File: src/hw/ftgc_pkg.sv
/*
  Shared constants for the output pin and FIFO level configuration block:
  register offsets, field positions, reset values, wake trim values and
  threshold arithmetic.
  Assumes an 8-bit configuration register port with a 6-bit address.
*/
// Notes on behaviour
// invert bit high makes the selected output pin signal active low
// output select field resets to 63, the crystal clock divided by 192
// host should disable the clock output during initialisation
// hold bit clear loads trims 0x31 and 0x88 on each wake
// hold bit set loads trims 0x35 and 0x81 on each wake
// trim values only reach the analog side; reads return reset values
// host sets hold bit before sleep when narrow filters needed after wake
// attenuation code selects 0, 6, 12 or 18 dB
// threshold exceeded when fill count is at or above the level
// one field, reset 7: receive 4 plus 4n, transmit 61 minus 4n
// threshold flags recomputed every cycle from counts and setting
package ftgc_pkg;

   // ****************************************
   // register map
   // ****************************************
   localparam int         ADDR_W         = 6;
   localparam logic [5:0] OUT0_CFG_ADDR  = 6'h02;
   localparam logic [5:0] FIFO_CFG_ADDR  = 6'h03;
   localparam logic [5:0] TRIM2_ADDR     = 6'h2C;
   localparam logic [5:0] TRIM1_ADDR     = 6'h2D;
   localparam logic [7:0] OUT0_CFG_RESET = 8'h3F;
   localparam logic [7:0] FIFO_CFG_RESET = 8'h07;
   localparam logic [7:0] UNMAPPED_DATA  = 8'h00;

   // ****************************************
   // field positions
   // ****************************************
   localparam int INV_BIT   = 6;
   localparam int SEL_LSB   = 0;
   localparam int SEL_MSB   = 5;
   localparam int HOLD_BIT  = 6;
   localparam int ATTEN_LSB = 4;
   localparam int ATTEN_MSB = 5;
   localparam int THR_LSB   = 0;
   localparam int THR_MSB   = 3;

   // ****************************************
   // output select and divider
   // ****************************************
   localparam logic [5:0] CLK_SEL_CODE = 6'h3F;
   localparam int         CLK_DIV      = 192;
   localparam logic [7:0] CLK_HALF_M1  = 8'(CLK_DIV / 2 - 1);

   // ****************************************
   // wake trim values
   // ****************************************
   localparam logic [7:0] TRIM1_WAKE_CLR = 8'h31;
   localparam logic [7:0] TRIM2_WAKE_CLR = 8'h88;
   localparam logic [7:0] TRIM1_WAKE_SET = 8'h35;
   localparam logic [7:0] TRIM2_WAKE_SET = 8'h81;

   // ****************************************
   // threshold and attenuation arithmetic
   // ****************************************
   localparam logic [6:0] RX_LVL_BASE   = 7'h04;
   localparam logic [6:0] TX_LVL_BASE   = 7'h3D;
   localparam logic [6:0] LVL_STEP      = 7'h04;
   localparam logic [4:0] ATTEN_STEP_DB = 5'h06;

endpackage

File: src/hw/ftgc_cfg.sv
/*
  Output pin 0 configuration and FIFO level configuration registers, with
  the output pin driver, the wake trim loader and the threshold flags.
  Assumes the serial port logic presents byte reads and writes on the
  register port, and that fill counts and the wake pulse come from logic
  on the same clock.
*/
`timescale 1ns/10ps
module ftgc_cfg #(
   parameter logic [7:0] TRIM1_RESET = 8'h00,
   parameter logic [7:0] TRIM2_RESET = 8'h00,
   parameter int         NUM_SRC     = 64,
   parameter int         FILL_W      = 7
) (
   input  wire logic                       CORE_CLK_IN,
   input  wire logic                       NRST_IN,
   input  wire logic [ftgc_pkg::ADDR_W-1:0] REG_ADDR_IN,
   input  wire logic [7:0]                 REG_WDATA_IN,
   input  wire logic                       REG_WR_IN,
   input  wire logic                       REG_RD_IN,
   output logic                            REG_READY_OUT,
   output logic      [7:0]                 REG_RDATA_OUT,
   output logic                            REG_RVALID_OUT,
   input  wire logic                       REG_RREADY_IN,
   input  wire logic                       WAKE_IN,
   input  wire logic [NUM_SRC-1:0]         SIGNAL_SRC_IN,
   input  wire logic [FILL_W-1:0]          RX_FILL_IN,
   input  wire logic [FILL_W-1:0]          TX_FILL_IN,
   output logic                            GENERAL_OUTPUT_PIN0_OUT,
   output logic                            RX_THR_OUT,
   output logic                            TX_THR_OUT,
   output logic      [1:0]                 RX_ATTEN_CODE_OUT,
   output logic      [4:0]                 RX_ATTEN_DB_OUT,
   output logic      [7:0]                 TRIM1_OUT,
   output logic      [7:0]                 TRIM2_OUT
);

   typedef struct packed {
      logic [7:0] out0_cfg;
      logic [7:0] fifo_cfg;
      logic [7:0] trim1;
      logic [7:0] trim2;
      logic [7:0] div_cnt;
      logic       div_clk;
      logic       pin;
      logic       rx_thr;
      logic       tx_thr;
      logic [4:0] atten_db;
   } ftgc_state_s;

   ftgc_state_s state_reg;
   ftgc_state_s state_next;
   logic [5:0]  sel;
   logic        src_bit;
   logic        inv;
   logic        hold;
   logic [3:0]  thr;
   logic [1:0]  atten;
   logic [6:0]  rx_lvl;
   logic [6:0]  tx_lvl;
   logic [7:0]  rd_word;
   logic        rd_ok;

   // ****************************************
   // field decode
   // ****************************************
   // named views of the stored fields
   assign sel   = state_reg.out0_cfg[ftgc_pkg::SEL_MSB:ftgc_pkg::SEL_LSB];
   assign inv   = state_reg.out0_cfg[ftgc_pkg::INV_BIT];
   assign hold  = state_reg.fifo_cfg[ftgc_pkg::HOLD_BIT];
   assign thr   = state_reg.fifo_cfg[ftgc_pkg::THR_MSB:ftgc_pkg::THR_LSB];
   assign atten = state_reg.fifo_cfg[ftgc_pkg::ATTEN_MSB:ftgc_pkg::ATTEN_LSB];

   // divided clock source
   assign src_bit = (sel == ftgc_pkg::CLK_SEL_CODE) ? state_reg.div_clk
                                                    : SIGNAL_SRC_IN[sel];

   // levels from one field
   assign rx_lvl = ftgc_pkg::RX_LVL_BASE + ftgc_pkg::LVL_STEP * {3'h0, thr};
   assign tx_lvl = ftgc_pkg::TX_LVL_BASE - ftgc_pkg::LVL_STEP * {3'h0, thr};

   // ****************************************
   // register read path
   // ****************************************
   // trim reads return reset
   always_comb begin
      case (REG_ADDR_IN)
         ftgc_pkg::OUT0_CFG_ADDR: rd_word = state_reg.out0_cfg;
         ftgc_pkg::FIFO_CFG_ADDR: rd_word = state_reg.fifo_cfg;
         ftgc_pkg::TRIM1_ADDR:    rd_word = TRIM1_RESET;
         ftgc_pkg::TRIM2_ADDR:    rd_word = TRIM2_RESET;
         default:                 rd_word = ftgc_pkg::UNMAPPED_DATA;
      endcase
   end

   assign rd_ok = REG_RD_IN & REG_READY_OUT;

   // read answers wait here while the port stalls
   ftgc_skid #(
      .WIDTH (8)
   ) u_rd_buf (
      .clk_in        (CORE_CLK_IN),
      .nrst_in       (NRST_IN),
      .in_data_in    (rd_word),
      .in_valid_in   (REG_RD_IN),
      .in_ready_out  (REG_READY_OUT),
      .out_data_out  (REG_RDATA_OUT),
      .out_valid_out (REG_RVALID_OUT),
      .out_ready_in  (REG_RREADY_IN)
   );

   // ****************************************
   // next state
   // ****************************************
   // register writes, divider, pin, trims and flags
   always_comb begin
      state_next = state_reg;
      if (REG_WR_IN && REG_ADDR_IN == ftgc_pkg::OUT0_CFG_ADDR) begin
         state_next.out0_cfg = REG_WDATA_IN;
      end
      if (REG_WR_IN && REG_ADDR_IN == ftgc_pkg::FIFO_CFG_ADDR) begin
         state_next.fifo_cfg = REG_WDATA_IN;
      end
      // divide by 192
      if (state_reg.div_cnt == ftgc_pkg::CLK_HALF_M1) begin
         state_next.div_cnt = 8'h00;
         state_next.div_clk = ~state_reg.div_clk;
      end else begin
         state_next.div_cnt = state_reg.div_cnt + 8'h01;
      end
      // polarity select
      state_next.pin = src_bit ^ inv;
      // wake trim load
      if (WAKE_IN) begin
         state_next.trim1 = hold ? ftgc_pkg::TRIM1_WAKE_SET : ftgc_pkg::TRIM1_WAKE_CLR;
         state_next.trim2 = hold ? ftgc_pkg::TRIM2_WAKE_SET : ftgc_pkg::TRIM2_WAKE_CLR;
      end
      // level compare
      state_next.rx_thr = RX_FILL_IN >= rx_lvl;
      state_next.tx_thr = TX_FILL_IN >= tx_lvl;
      // attenuation step
      state_next.atten_db = ftgc_pkg::ATTEN_STEP_DB * {3'h0, atten};
   end

   // state register
   always_ff @(posedge CORE_CLK_IN) begin
      if (!NRST_IN) begin
         state_reg <= '0;
         state_reg.out0_cfg <= ftgc_pkg::OUT0_CFG_RESET;
         state_reg.fifo_cfg <= ftgc_pkg::FIFO_CFG_RESET;
         state_reg.trim1 <= TRIM1_RESET;
         state_reg.trim2 <= TRIM2_RESET;
      end else begin
         state_reg <= state_next;
      end
   end

   // ****************************************
   // outputs
   // ****************************************
   assign GENERAL_OUTPUT_PIN0_OUT = state_reg.pin;
   assign RX_THR_OUT              = state_reg.rx_thr;
   assign TX_THR_OUT              = state_reg.tx_thr;
   assign RX_ATTEN_CODE_OUT       = state_reg.fifo_cfg[ftgc_pkg::ATTEN_MSB:ftgc_pkg::ATTEN_LSB];
   assign RX_ATTEN_DB_OUT         = state_reg.atten_db;
   assign TRIM1_OUT               = state_reg.trim1;
   assign TRIM2_OUT               = state_reg.trim2;
endmodule

File: src/hw/ftgc_skid.sv
/*
  Two-entry buffer with valid and ready on both sides.
  Assumes one clock and a synchronous active-low reset.
*/
`timescale 1ns/10ps
module ftgc_skid #(
   parameter int WIDTH = 8
) (
   input  wire logic             clk_in,
   input  wire logic             nrst_in,
   input  wire logic [WIDTH-1:0] in_data_in,
   input  wire logic             in_valid_in,
   output logic                  in_ready_out,
   output logic      [WIDTH-1:0] out_data_out,
   output logic                  out_valid_out,
   input  wire logic             out_ready_in
);

   typedef struct packed {
      logic [WIDTH-1:0] out_data;
      logic             out_valid;
      logic [WIDTH-1:0] spare_data;
      logic             spare_valid;
      logic             in_ready;
   } ftgc_buf_s;

   ftgc_buf_s state_reg;
   ftgc_buf_s state_next;
   logic      push;
   logic      pop;

   // ****************************************
   // next state
   // ****************************************
   // head refills from the spare first so order is kept
   always_comb begin
      state_next = state_reg;
      push = in_valid_in & state_reg.in_ready;
      pop = state_reg.out_valid & out_ready_in;
      if (pop || !state_reg.out_valid) begin
         if (state_reg.spare_valid) begin
            state_next.out_data = state_reg.spare_data;
            state_next.out_valid = 1'b1;
            state_next.spare_valid = 1'b0;
         end else begin
            state_next.out_data = in_data_in;
            state_next.out_valid = push;
         end
      end else if (push) begin
         state_next.spare_data = in_data_in;
         state_next.spare_valid = 1'b1;
      end
      state_next.in_ready = ~state_next.spare_valid;
   end

   // state register
   always_ff @(posedge clk_in) begin
      if (!nrst_in) begin
         state_reg <= '0;
         state_reg.in_ready <= 1'b1;
      end else begin
         state_reg <= state_next;
      end
   end

   assign in_ready_out  = state_reg.in_ready;
   assign out_data_out  = state_reg.out_data;
   assign out_valid_out = state_reg.out_valid;

endmodule

File: config.mk
export PLATFORM = sky130hd
export DESIGN_NAME = ftgc_cfg
export DESIGN_NICKNAME = d
export VERILOG_FILES = /design/src/hw/ftgc_pkg.sv /design/src/hw/ftgc_cfg.sv /design/src/hw/ftgc_skid.sv
export SDC_FILE = /design/constraint.sdc
export NUM_CORES = 1
export LEC_CHECK = 0
export BUFFER_PORTS_ARGS = -buffer_cell sky130_fd_sc_hd__buf_2
export CAP_MARGIN = 10
export CORE_MARGIN = 5
export CORE_UTILIZATION = 53
export DETAILED_ROUTE_END_ITERATION = 16
export GPL_TIMING_DRIVEN = 0
export PLACE_DENSITY = 0.87
export SLEW_MARGIN = 20
export SYNTH_ARGS = -nofsm -noshare
export SYNTH_HDL_FRONTEND = slang
export SYNTH_HIERARCHICAL = 1
export SYNTH_SLANG_ARGS = --single-unit
File: constraint.sdc
create_clock -name CORE_CLK_IN -period 3.7 [get_ports CORE_CLK_IN]
set_clock_uncertainty 0.2 [all_clocks]
set_input_delay 0.74 -clock CORE_CLK_IN [delete_from_list [all_inputs] [get_ports CORE_CLK_IN]]
set_output_delay 0.74 -clock CORE_CLK_IN [all_outputs]
set_load 0.01 [all_outputs]
==> results of run 1 <==
how the worst min path moves through the flow:
stage                               start                    end  slack [ns]  cells after the start
detailed placement  u_rd_buf/state_reg[3]  u_rd_buf/state_reg[3]        0.25                      2
CTS                 u_rd_buf/state_reg[3]  u_rd_buf/state_reg[3]        0.27                      2
finish              u_rd_buf/state_reg[4]  u_rd_buf/state_reg[4]        0.26                      2
global placement    u_rd_buf/state_reg[2]  u_rd_buf/state_reg[2]        0.24                      2
floorplan                    state_reg[9]           state_reg[9]        0.23                      1
global route        u_rd_buf/state_reg[3]  u_rd_buf/state_reg[3]        0.29                      2
through the flow:
step,hold slack (ns),instances
final,0.263,563
after global routing,0.288,563
after CTS,0.266,563
after detailed placement,0.252,555
after global placement,0.242,555
after floorplan,0.230,358
synth_stat cells, drive strengths merged, types with 3 or more instances:
library cell,count
nor2b,8
inv,11
nand3,16
buf,44
nor3b,9
a211oi,9
o21ai,3
a21boi,5
o21a,5
mux2i,45
o211ai,5
xnor2,5
nor2,20
clkbuf,6
xor2,4
nand2,39
mux4,11
nand2b,3
dfxtp,54
ha,13
and2,8
a21oi,4
kinds of logic (layout without fill, tap and decap cells):
family | Yosys count | after routing
buffers and inverters | 61 | 191
flip-flops | 54 | 54
XOR/XNOR | 9 | 9
other | 1 | 10
adder cells (fa/ha/maj) | 13 | 13
multiplexers | 57 | 57
AND/OR/NAND/NOR | 113 | 113
AO/OA/AOI/OAI | 41 | 41
final cells by class:
class	count	area share [%]
multi-input combinational	243	44.7
sequential	54	26.0
timing repair buffer	122	14.7
buffer	50	8.74
tap	75	2.25
clock buffer	5	1.65
clock inverter	3	1.05
inverter	11	0.991
power by group through the flow:
stage	logic, uW	clock network (uW)	registers, uW
CTS	180	403	602
global placement	174	0	615
detailed placement	179	0	615
floorplan	101	0	615
finish	180	397	601
global route	199	430	604
placed cells by master (no fill, tap or decap), types with 2 or more instances in the layout:
| master | instances |
|---|---|
| a211oi_1 | 9 |
| a21boi_0 | 5 |
| a21oi_1 | 4 |
| a311oi_1 | 2 |
| a32oi_1 | 2 |
| and2_1 | 8 |
| buf_2 | 128 |
| buf_4 | 32 |
| buf_6 | 5 |
| clkbuf_1 | 6 |
| clkbuf_8 | 5 |
| conb_1 | 10 |
| dfxtp_1 | 54 |
| ha_1 | 13 |
| inv_1 | 11 |
| mux2i_1 | 45 |
| mux4_1 | 4 |
| mux4_2 | 7 |
| nand2_1 | 39 |
| nand2b_1 | 3 |
| nand3_1 | 16 |
| nand3b_1 | 2 |
| nor2_1 | 20 |
| nor2b_1 | 8 |
| nor3_1 | 2 |
| nor3b_1 | 9 |
| o211ai_1 | 5 |
| o21a_1 | 5 |
| o21ai_0 | 3 |
| o22ai_1 | 2 |
| or3_1 | 2 |
| xnor2_1 | 5 |
| xor2_1 | 4 |
layer usage:
metal  track usage, %  vias up  part of all wire [%]
li1                 -     1461                     -
met1             23.5     1296                    38
met2             38.0      120                    53
met3             4.33       17                   7.3
met4             7.44        0                   2.0
met5                0        -                     0
worst register-to-register path, cell delays in order (launching register included):
cell,delay (ns)
dfxtp_1,0.34
clkbuf_1,0.40
mux4_2,0.38
a211oi_1,0.21
o211ai_1,0.15
a221oi_2,0.34
mux2i_1,0.24
==> impl_metrics.env, run 1 <==
export IMPL_grt_pass1_vias=2963
export IMPL_synthMuxAreaShare_pct=21.9
export IMPL_drt_pass1_iter_count=4
export IMPL_cpPeakStageDelay_ns=0.40
export IMPL_start_kind="input port"
export IMPL_status="completed"
export IMPL_cts_sinks=54
export IMPL_crit_required_ns=3.68
export IMPL_die_h_um=89.1
export IMPL_root_buffer="clkbuf_8"
export IMPL_hpwl_mm=6.58
export IMPL_synth_compound_area_share_pct=9.10
export IMPL_pre_cts_ws_ns=1.08
export IMPL_synth_cells=349
export IMPL_grt_overflow=0
export IMPL_cp_end_kind="register"
export IMPL_yosys_warnings=6
export IMPL_n_fill_cell=462
export IMPL_hold_viol=0
export IMPL_ys_seq_area_share_pct=32.6
export IMPL_final_antenna_net_count=0
export IMPL_antenna_found_initial=0
export IMPL_reg2reg_from="sel[3]"
export IMPL_p_sw_uw=279
export IMPL_netlist_area_leader_share_pct=32.6
export IMPL_worstSetupPathType="input port to register"
export IMPL_synth_fa_ha_area_share_pct=4.91
export IMPL_intPower_uw=899
export IMPL_core_area_sq_um=5990
export IMPL_synthesis_area_sq_um=3310
export IMPL_tritoncts="built"
export IMPL_ios=134
export IMPL_seq_area_sq_um=1080
export IMPL_synth_top_cell_by_area="dfxtp_1"
export IMPL_clk_latency_ns=0.31
export IMPL_power_frac_seq_pct=51.1
export IMPL_maxCapViolCount=0
export IMPL_p_clk_share_pct=33.7
export IMPL_gp_congestion=0.831
export IMPL_die_w_um=89.1
export IMPL_hp_class="register to register"
export IMPL_crit_fanout=10
export IMPL_crit_arrival_ns=2.30
export IMPL_total_power_uw=1180
export IMPL_power_density_nw_per_um2=283
export IMPL_design_area_sq_um=4170
export IMPL_fin_crit_sh_pct=62.7
export IMPL_critPathCapture="state_reg[34]"
export IMPL_ys_types=42
export IMPL_timing_critical_path_depth=7
export IMPL_clk_path_buf_depth=2
export IMPL_rsz0062_at_grt="no"
export IMPL_port_buffers=122
export IMPL_cellLeakagePower_uw=0.00211
export IMPL_ff2ff_path_depth=6
export IMPL_grt_max_degree=18
export IMPL_rrSetupSlack_ns=1.39
export IMPL_hold_buffers=0
export IMPL_placed_area_sq_um=4050
export IMPL_detail_route_wl_per_cell_um=14.1
export IMPL_setup_viol_count_final=0
export IMPL_worstMarginPinSlew_ns=0.592
export IMPL_switching_share_pct=23.7
export IMPL_die_area_sq_um=7940
export IMPL_cpMaxStageDelayCell="nand3_1"
export IMPL_drive_gt1_share_pct=37.7
export IMPL_maxSlewHeadroom_pct=60.5
export IMPL_ys_flop_type="dfxtp_1"
export IMPL_post_cts_setup_buffers=0
export IMPL_htreeDepth=2
export IMPL_async_flop_share_pct=0
export IMPL_worstPathCellList="buf_2 -> nor4_1 -> nand2_1 -> inv_1 -> nand3_1 -> mux2i_1 -> nand2_1"
export IMPL_drt_iter0_markers=95
export IMPL_reg2reg_to="GENERAL_OUTPUT_PIN0_OUT"
export IMPL_synth_simple_area_share_pct=16.8
export IMPL_vias=2894
export IMPL_synth_top_family_by_area="multiplexers"
export IMPL_critPathBufInv=2
export IMPL_fin_nets=598
export IMPL_cts_buffers=5
export IMPL_tns_ns=0
export IMPL_synth_edf_count=0
export IMPL_irDropWorstVdd_v=0.000211
export IMPL_finalWirelength_mm=7.93
export IMPL_rows=28
export IMPL_ctsResizeCount=0
export IMPL_synth_area_leaders="dfxtp_1 (33%), mux2i_1 (14%), buf_4 (7.2%)"
export IMPL_vias_per_cell=5.14
export IMPL_fin_util_pct=69.5
export IMPL_track_usage_pct=20.7
export IMPL_synthXorXnorAreaFrac_pct=2.38
export IMPL_syn_area_per_cell_sq_um=9.50
export IMPL_fin_crit_ns=2.32
export IMPL_diodes=0
export IMPL_drc=0
export IMPL_multi_input_area_sq_um=1860
export IMPL_cts_clk_slew_worst_paths_ns=0.09
export IMPL_ys_ff_latch=54
export IMPL_largest_register_ffs=15
export IMPL_startpoint="REG_ADDR_IN[3]"
export IMPL_grt_pass1_wl_mm=12.9
export IMPL_cpMostUsedCell="nand2_1"
export IMPL_area_growth_pct=25.7
export IMPL_setup_ws_ns=1.38
export IMPL_cpLargestDelayFamily="simple AND/OR/NAND/NOR gates"
export IMPL_combPwrFrac_pct=15.3
export IMPL_initial_utilization_pct=55.3
export IMPL_max_clock_freq_ghz=0.431
export IMPL_drv_slew=0
Power figures use the tool's default switching activity.
==> inputs of run 2 (changes only) <==
CORE_UTILIZATION = 44   (was 53)
PLACE_DENSITY = 0.77   (was 0.87)
clock period = 2 ns   (was 3.7 ns; I/O delays follow)
==> impl_metrics.env, run 2 (same netlist as run 1, synthesis figures left out) <==
export IMPL_layout_commonest_cell="buf_2"
export IMPL_maxSlewHeadroom_pct=53.6
export IMPL_max_clock_freq_ghz=0.473
export IMPL_p_clk_share_pct=32.9
export IMPL_cpPeakStageDelay_ns=0.35
export IMPL_start_kind="register"
export IMPL_grt_max_degree=16
export IMPL_antenna_found_initial=0
export IMPL_diodes=0
export IMPL_hpwl_mm=6.61
export IMPL_worstMarginPinSlew_ns=0.695
export IMPL_port_buffers=122
export IMPL_core_area_sq_um=7290
export IMPL_cpMostUsedCell="mux2i_1"
export IMPL_switching_share_pct=23.0
export IMPL_grt_pass1_vias=3119
export IMPL_tritoncts="built"
export IMPL_status="finished, violations left"
export IMPL_grt_met3_usage_pct=4.03
export IMPL_largest_register_ffs=15
export IMPL_drv_slew=0
export IMPL_power_density_nw_per_um2=493
export IMPL_finalWirelength_mm=8.29
export IMPL_vias_per_cell=4.98
export IMPL_combPwrFrac_pct=15.8
export IMPL_htreeDepth=2
export IMPL_tns_ns=-0.116
export IMPL_fin_crit_sh_pct=106
export IMPL_violations="negative setup slack"
export IMPL_cp_end_kind="register"
export IMPL_root_buffer="clkbuf_8"
export IMPL_fin_nets=609
export IMPL_cts_buffers=5
export IMPL_met1_usage_pct=19.7
export IMPL_grt_overflow=0
export IMPL_min_to="state_reg[35]"
export IMPL_drc=0
export IMPL_die_area_sq_um=9370
export IMPL_rrSetupSlack_ns=-0.12
export IMPL_rows=31
export IMPL_die_h_um=96.8
export IMPL_intPower_uw=1670
export IMPL_hold_depth=3
export IMPL_reg2reg_from="sel[0]"
export IMPL_area_growth_pct=32.5
export IMPL_ff2ff_path_depth=9
export IMPL_post_place_cells=579
export IMPL_grt_pass1_wl_mm=13.9
export IMPL_clk_path_buf_depth=2
export IMPL_detail_route_wl_per_cell_um=13.9
export IMPL_gp_congestion=0.814
export IMPL_die_w_um=96.8
export IMPL_irDropWorstVdd_v=0.000288
export IMPL_setup_ws_ns=-0.116
export IMPL_rsz0062_at_grt="yes"
export IMPL_grt_busiest_layer="met2"
export IMPL_crit_fanout=7
export IMPL_setup_viol_count_final=1
export IMPL_clk_latency_ns=0.30
export IMPL_drt_iter0_markers=85
export IMPL_cts_clk_slew_worst_paths_ns=0.09
export IMPL_initial_utilization_pct=45.5
export IMPL_drt_pass1_iter_count=4
export IMPL_crit_required_ns=2.04
export IMPL_hold_buffers=0
export IMPL_use_met2_pct=32.5
export IMPL_track_usage_pct=17.5
export IMPL_worstPathCellList="buf_8 -> buf_12 -> buf_16 -> mux2i_1 -> o22ai_1 -> a211oi_2 -> o211ai_1 -> a221oi_2 -> mux2i_1"
export IMPL_maxCapViolCount=0
export IMPL_cellLeakagePower_uw=0.00218
export IMPL_reg2reg_to="GENERAL_OUTPUT_PIN0_OUT"
export IMPL_worstSetupPathType="register to register"
export IMPL_final_cell_mix="buf_2 (127), dfxtp_1 (50), mux2i_1 (45)"
export IMPL_cpMaxStageDelayCell="dfxtp_2"
export IMPL_hp_class="input port to register"
export IMPL_pre_cts_ws_ns=-0.310
export IMPL_drive_gt1_share_pct=41.7
export IMPL_fin_crit_ns=2.12
export IMPL_vias=2980
export IMPL_p_sw_uw=499
export IMPL_hp_start="REG_WDATA_IN[2]"
export IMPL_final_cells=598
export IMPL_crit_arrival_ns=2.16
export IMPL_power_frac_seq_pct=51.3
export IMPL_ios=134
export IMPL_cts_sinks=54
export IMPL_fin_util_pct=60.2
export IMPL_hold_viol=0
export IMPL_final_antenna_net_count=0
export IMPL_total_power_uw=2170
==> run 2: through the flow <==
step	hold slack (ns)	cell area (sq um)
2_1_floorplan	0.230	3350
3_3_place_gp	0.242	4080
3_5_place_dp	0.256	4080
4_1_cts	0.113	4360
5_1_grt	0.114	4390
6_report	0.124	4390
==> run 2: area by class of cell <==
type	instances	area [sq um]
clock inverters	1	30.0
flip-flops and latches	54	1090
plain buffers	50	380
repair buffers	133	726
well taps	99	124
multi-input cells	243	1920
fillers	657	2900
clock buffers	7	76.3
inverters	11	41.3
==> run 2: how the worst max path moves through the flow <==
stage / cells past startpoint / endpoint / slack [ns] / from
final: 9 / GENERAL_OUTPUT_PIN0_OUT / -0.12 / sel[0]
after global routing: 7 / GENERAL_OUTPUT_PIN0_OUT / -0.25 / sel[0]
after CTS: 7 / GENERAL_OUTPUT_PIN0_OUT / -0.13 / sel[0]
after detailed placement: 7 / state_reg[33] / -0.31 / REG_ADDR_IN[3]
after global placement: 6 / GENERAL_OUTPUT_PIN0_OUT / -0.32 / sel[3]
after floorplan: 7 / GENERAL_OUTPUT_PIN0_OUT / 0.04 / sel[0]
==> run 2: timing repair <==
action                                  CTS  global route
gates cloned                              1             0
endpoints found under the setup margin    4             3
setup buffers                             9             1
gates resized for setup                  18             7
pin swaps                                 5             0
==> run 2: metal layers <==
layer	up-vias	wire [um]	part of all wire [%]
li1	1486	-	-
met1	1355	3220	39
met2	122	4340	52
met3	17	558	6.7
met4	0	169	2.0
met5	-	0	0
==> run 2: critical path, delay by kind of cell (launching register included) <==
family                 cells  cell delay (ns)
AOI/OAI and AO/OA          4             0.76
DFF                        1             0.35
buffers and inverters      3             0.35
muxes                      2             0.39
==> run 2: power by group through the flow <==
stage	logic (uW)	clock network [uW]	registers, uW
6_report	343	713	1110
5_1_grt	380	765	1120
4_1_cts	341	734	1110
3_5_place_dp	333	0	1140
3_3_place_gp	323	0	1140
2_1_floorplan	187	0	1140
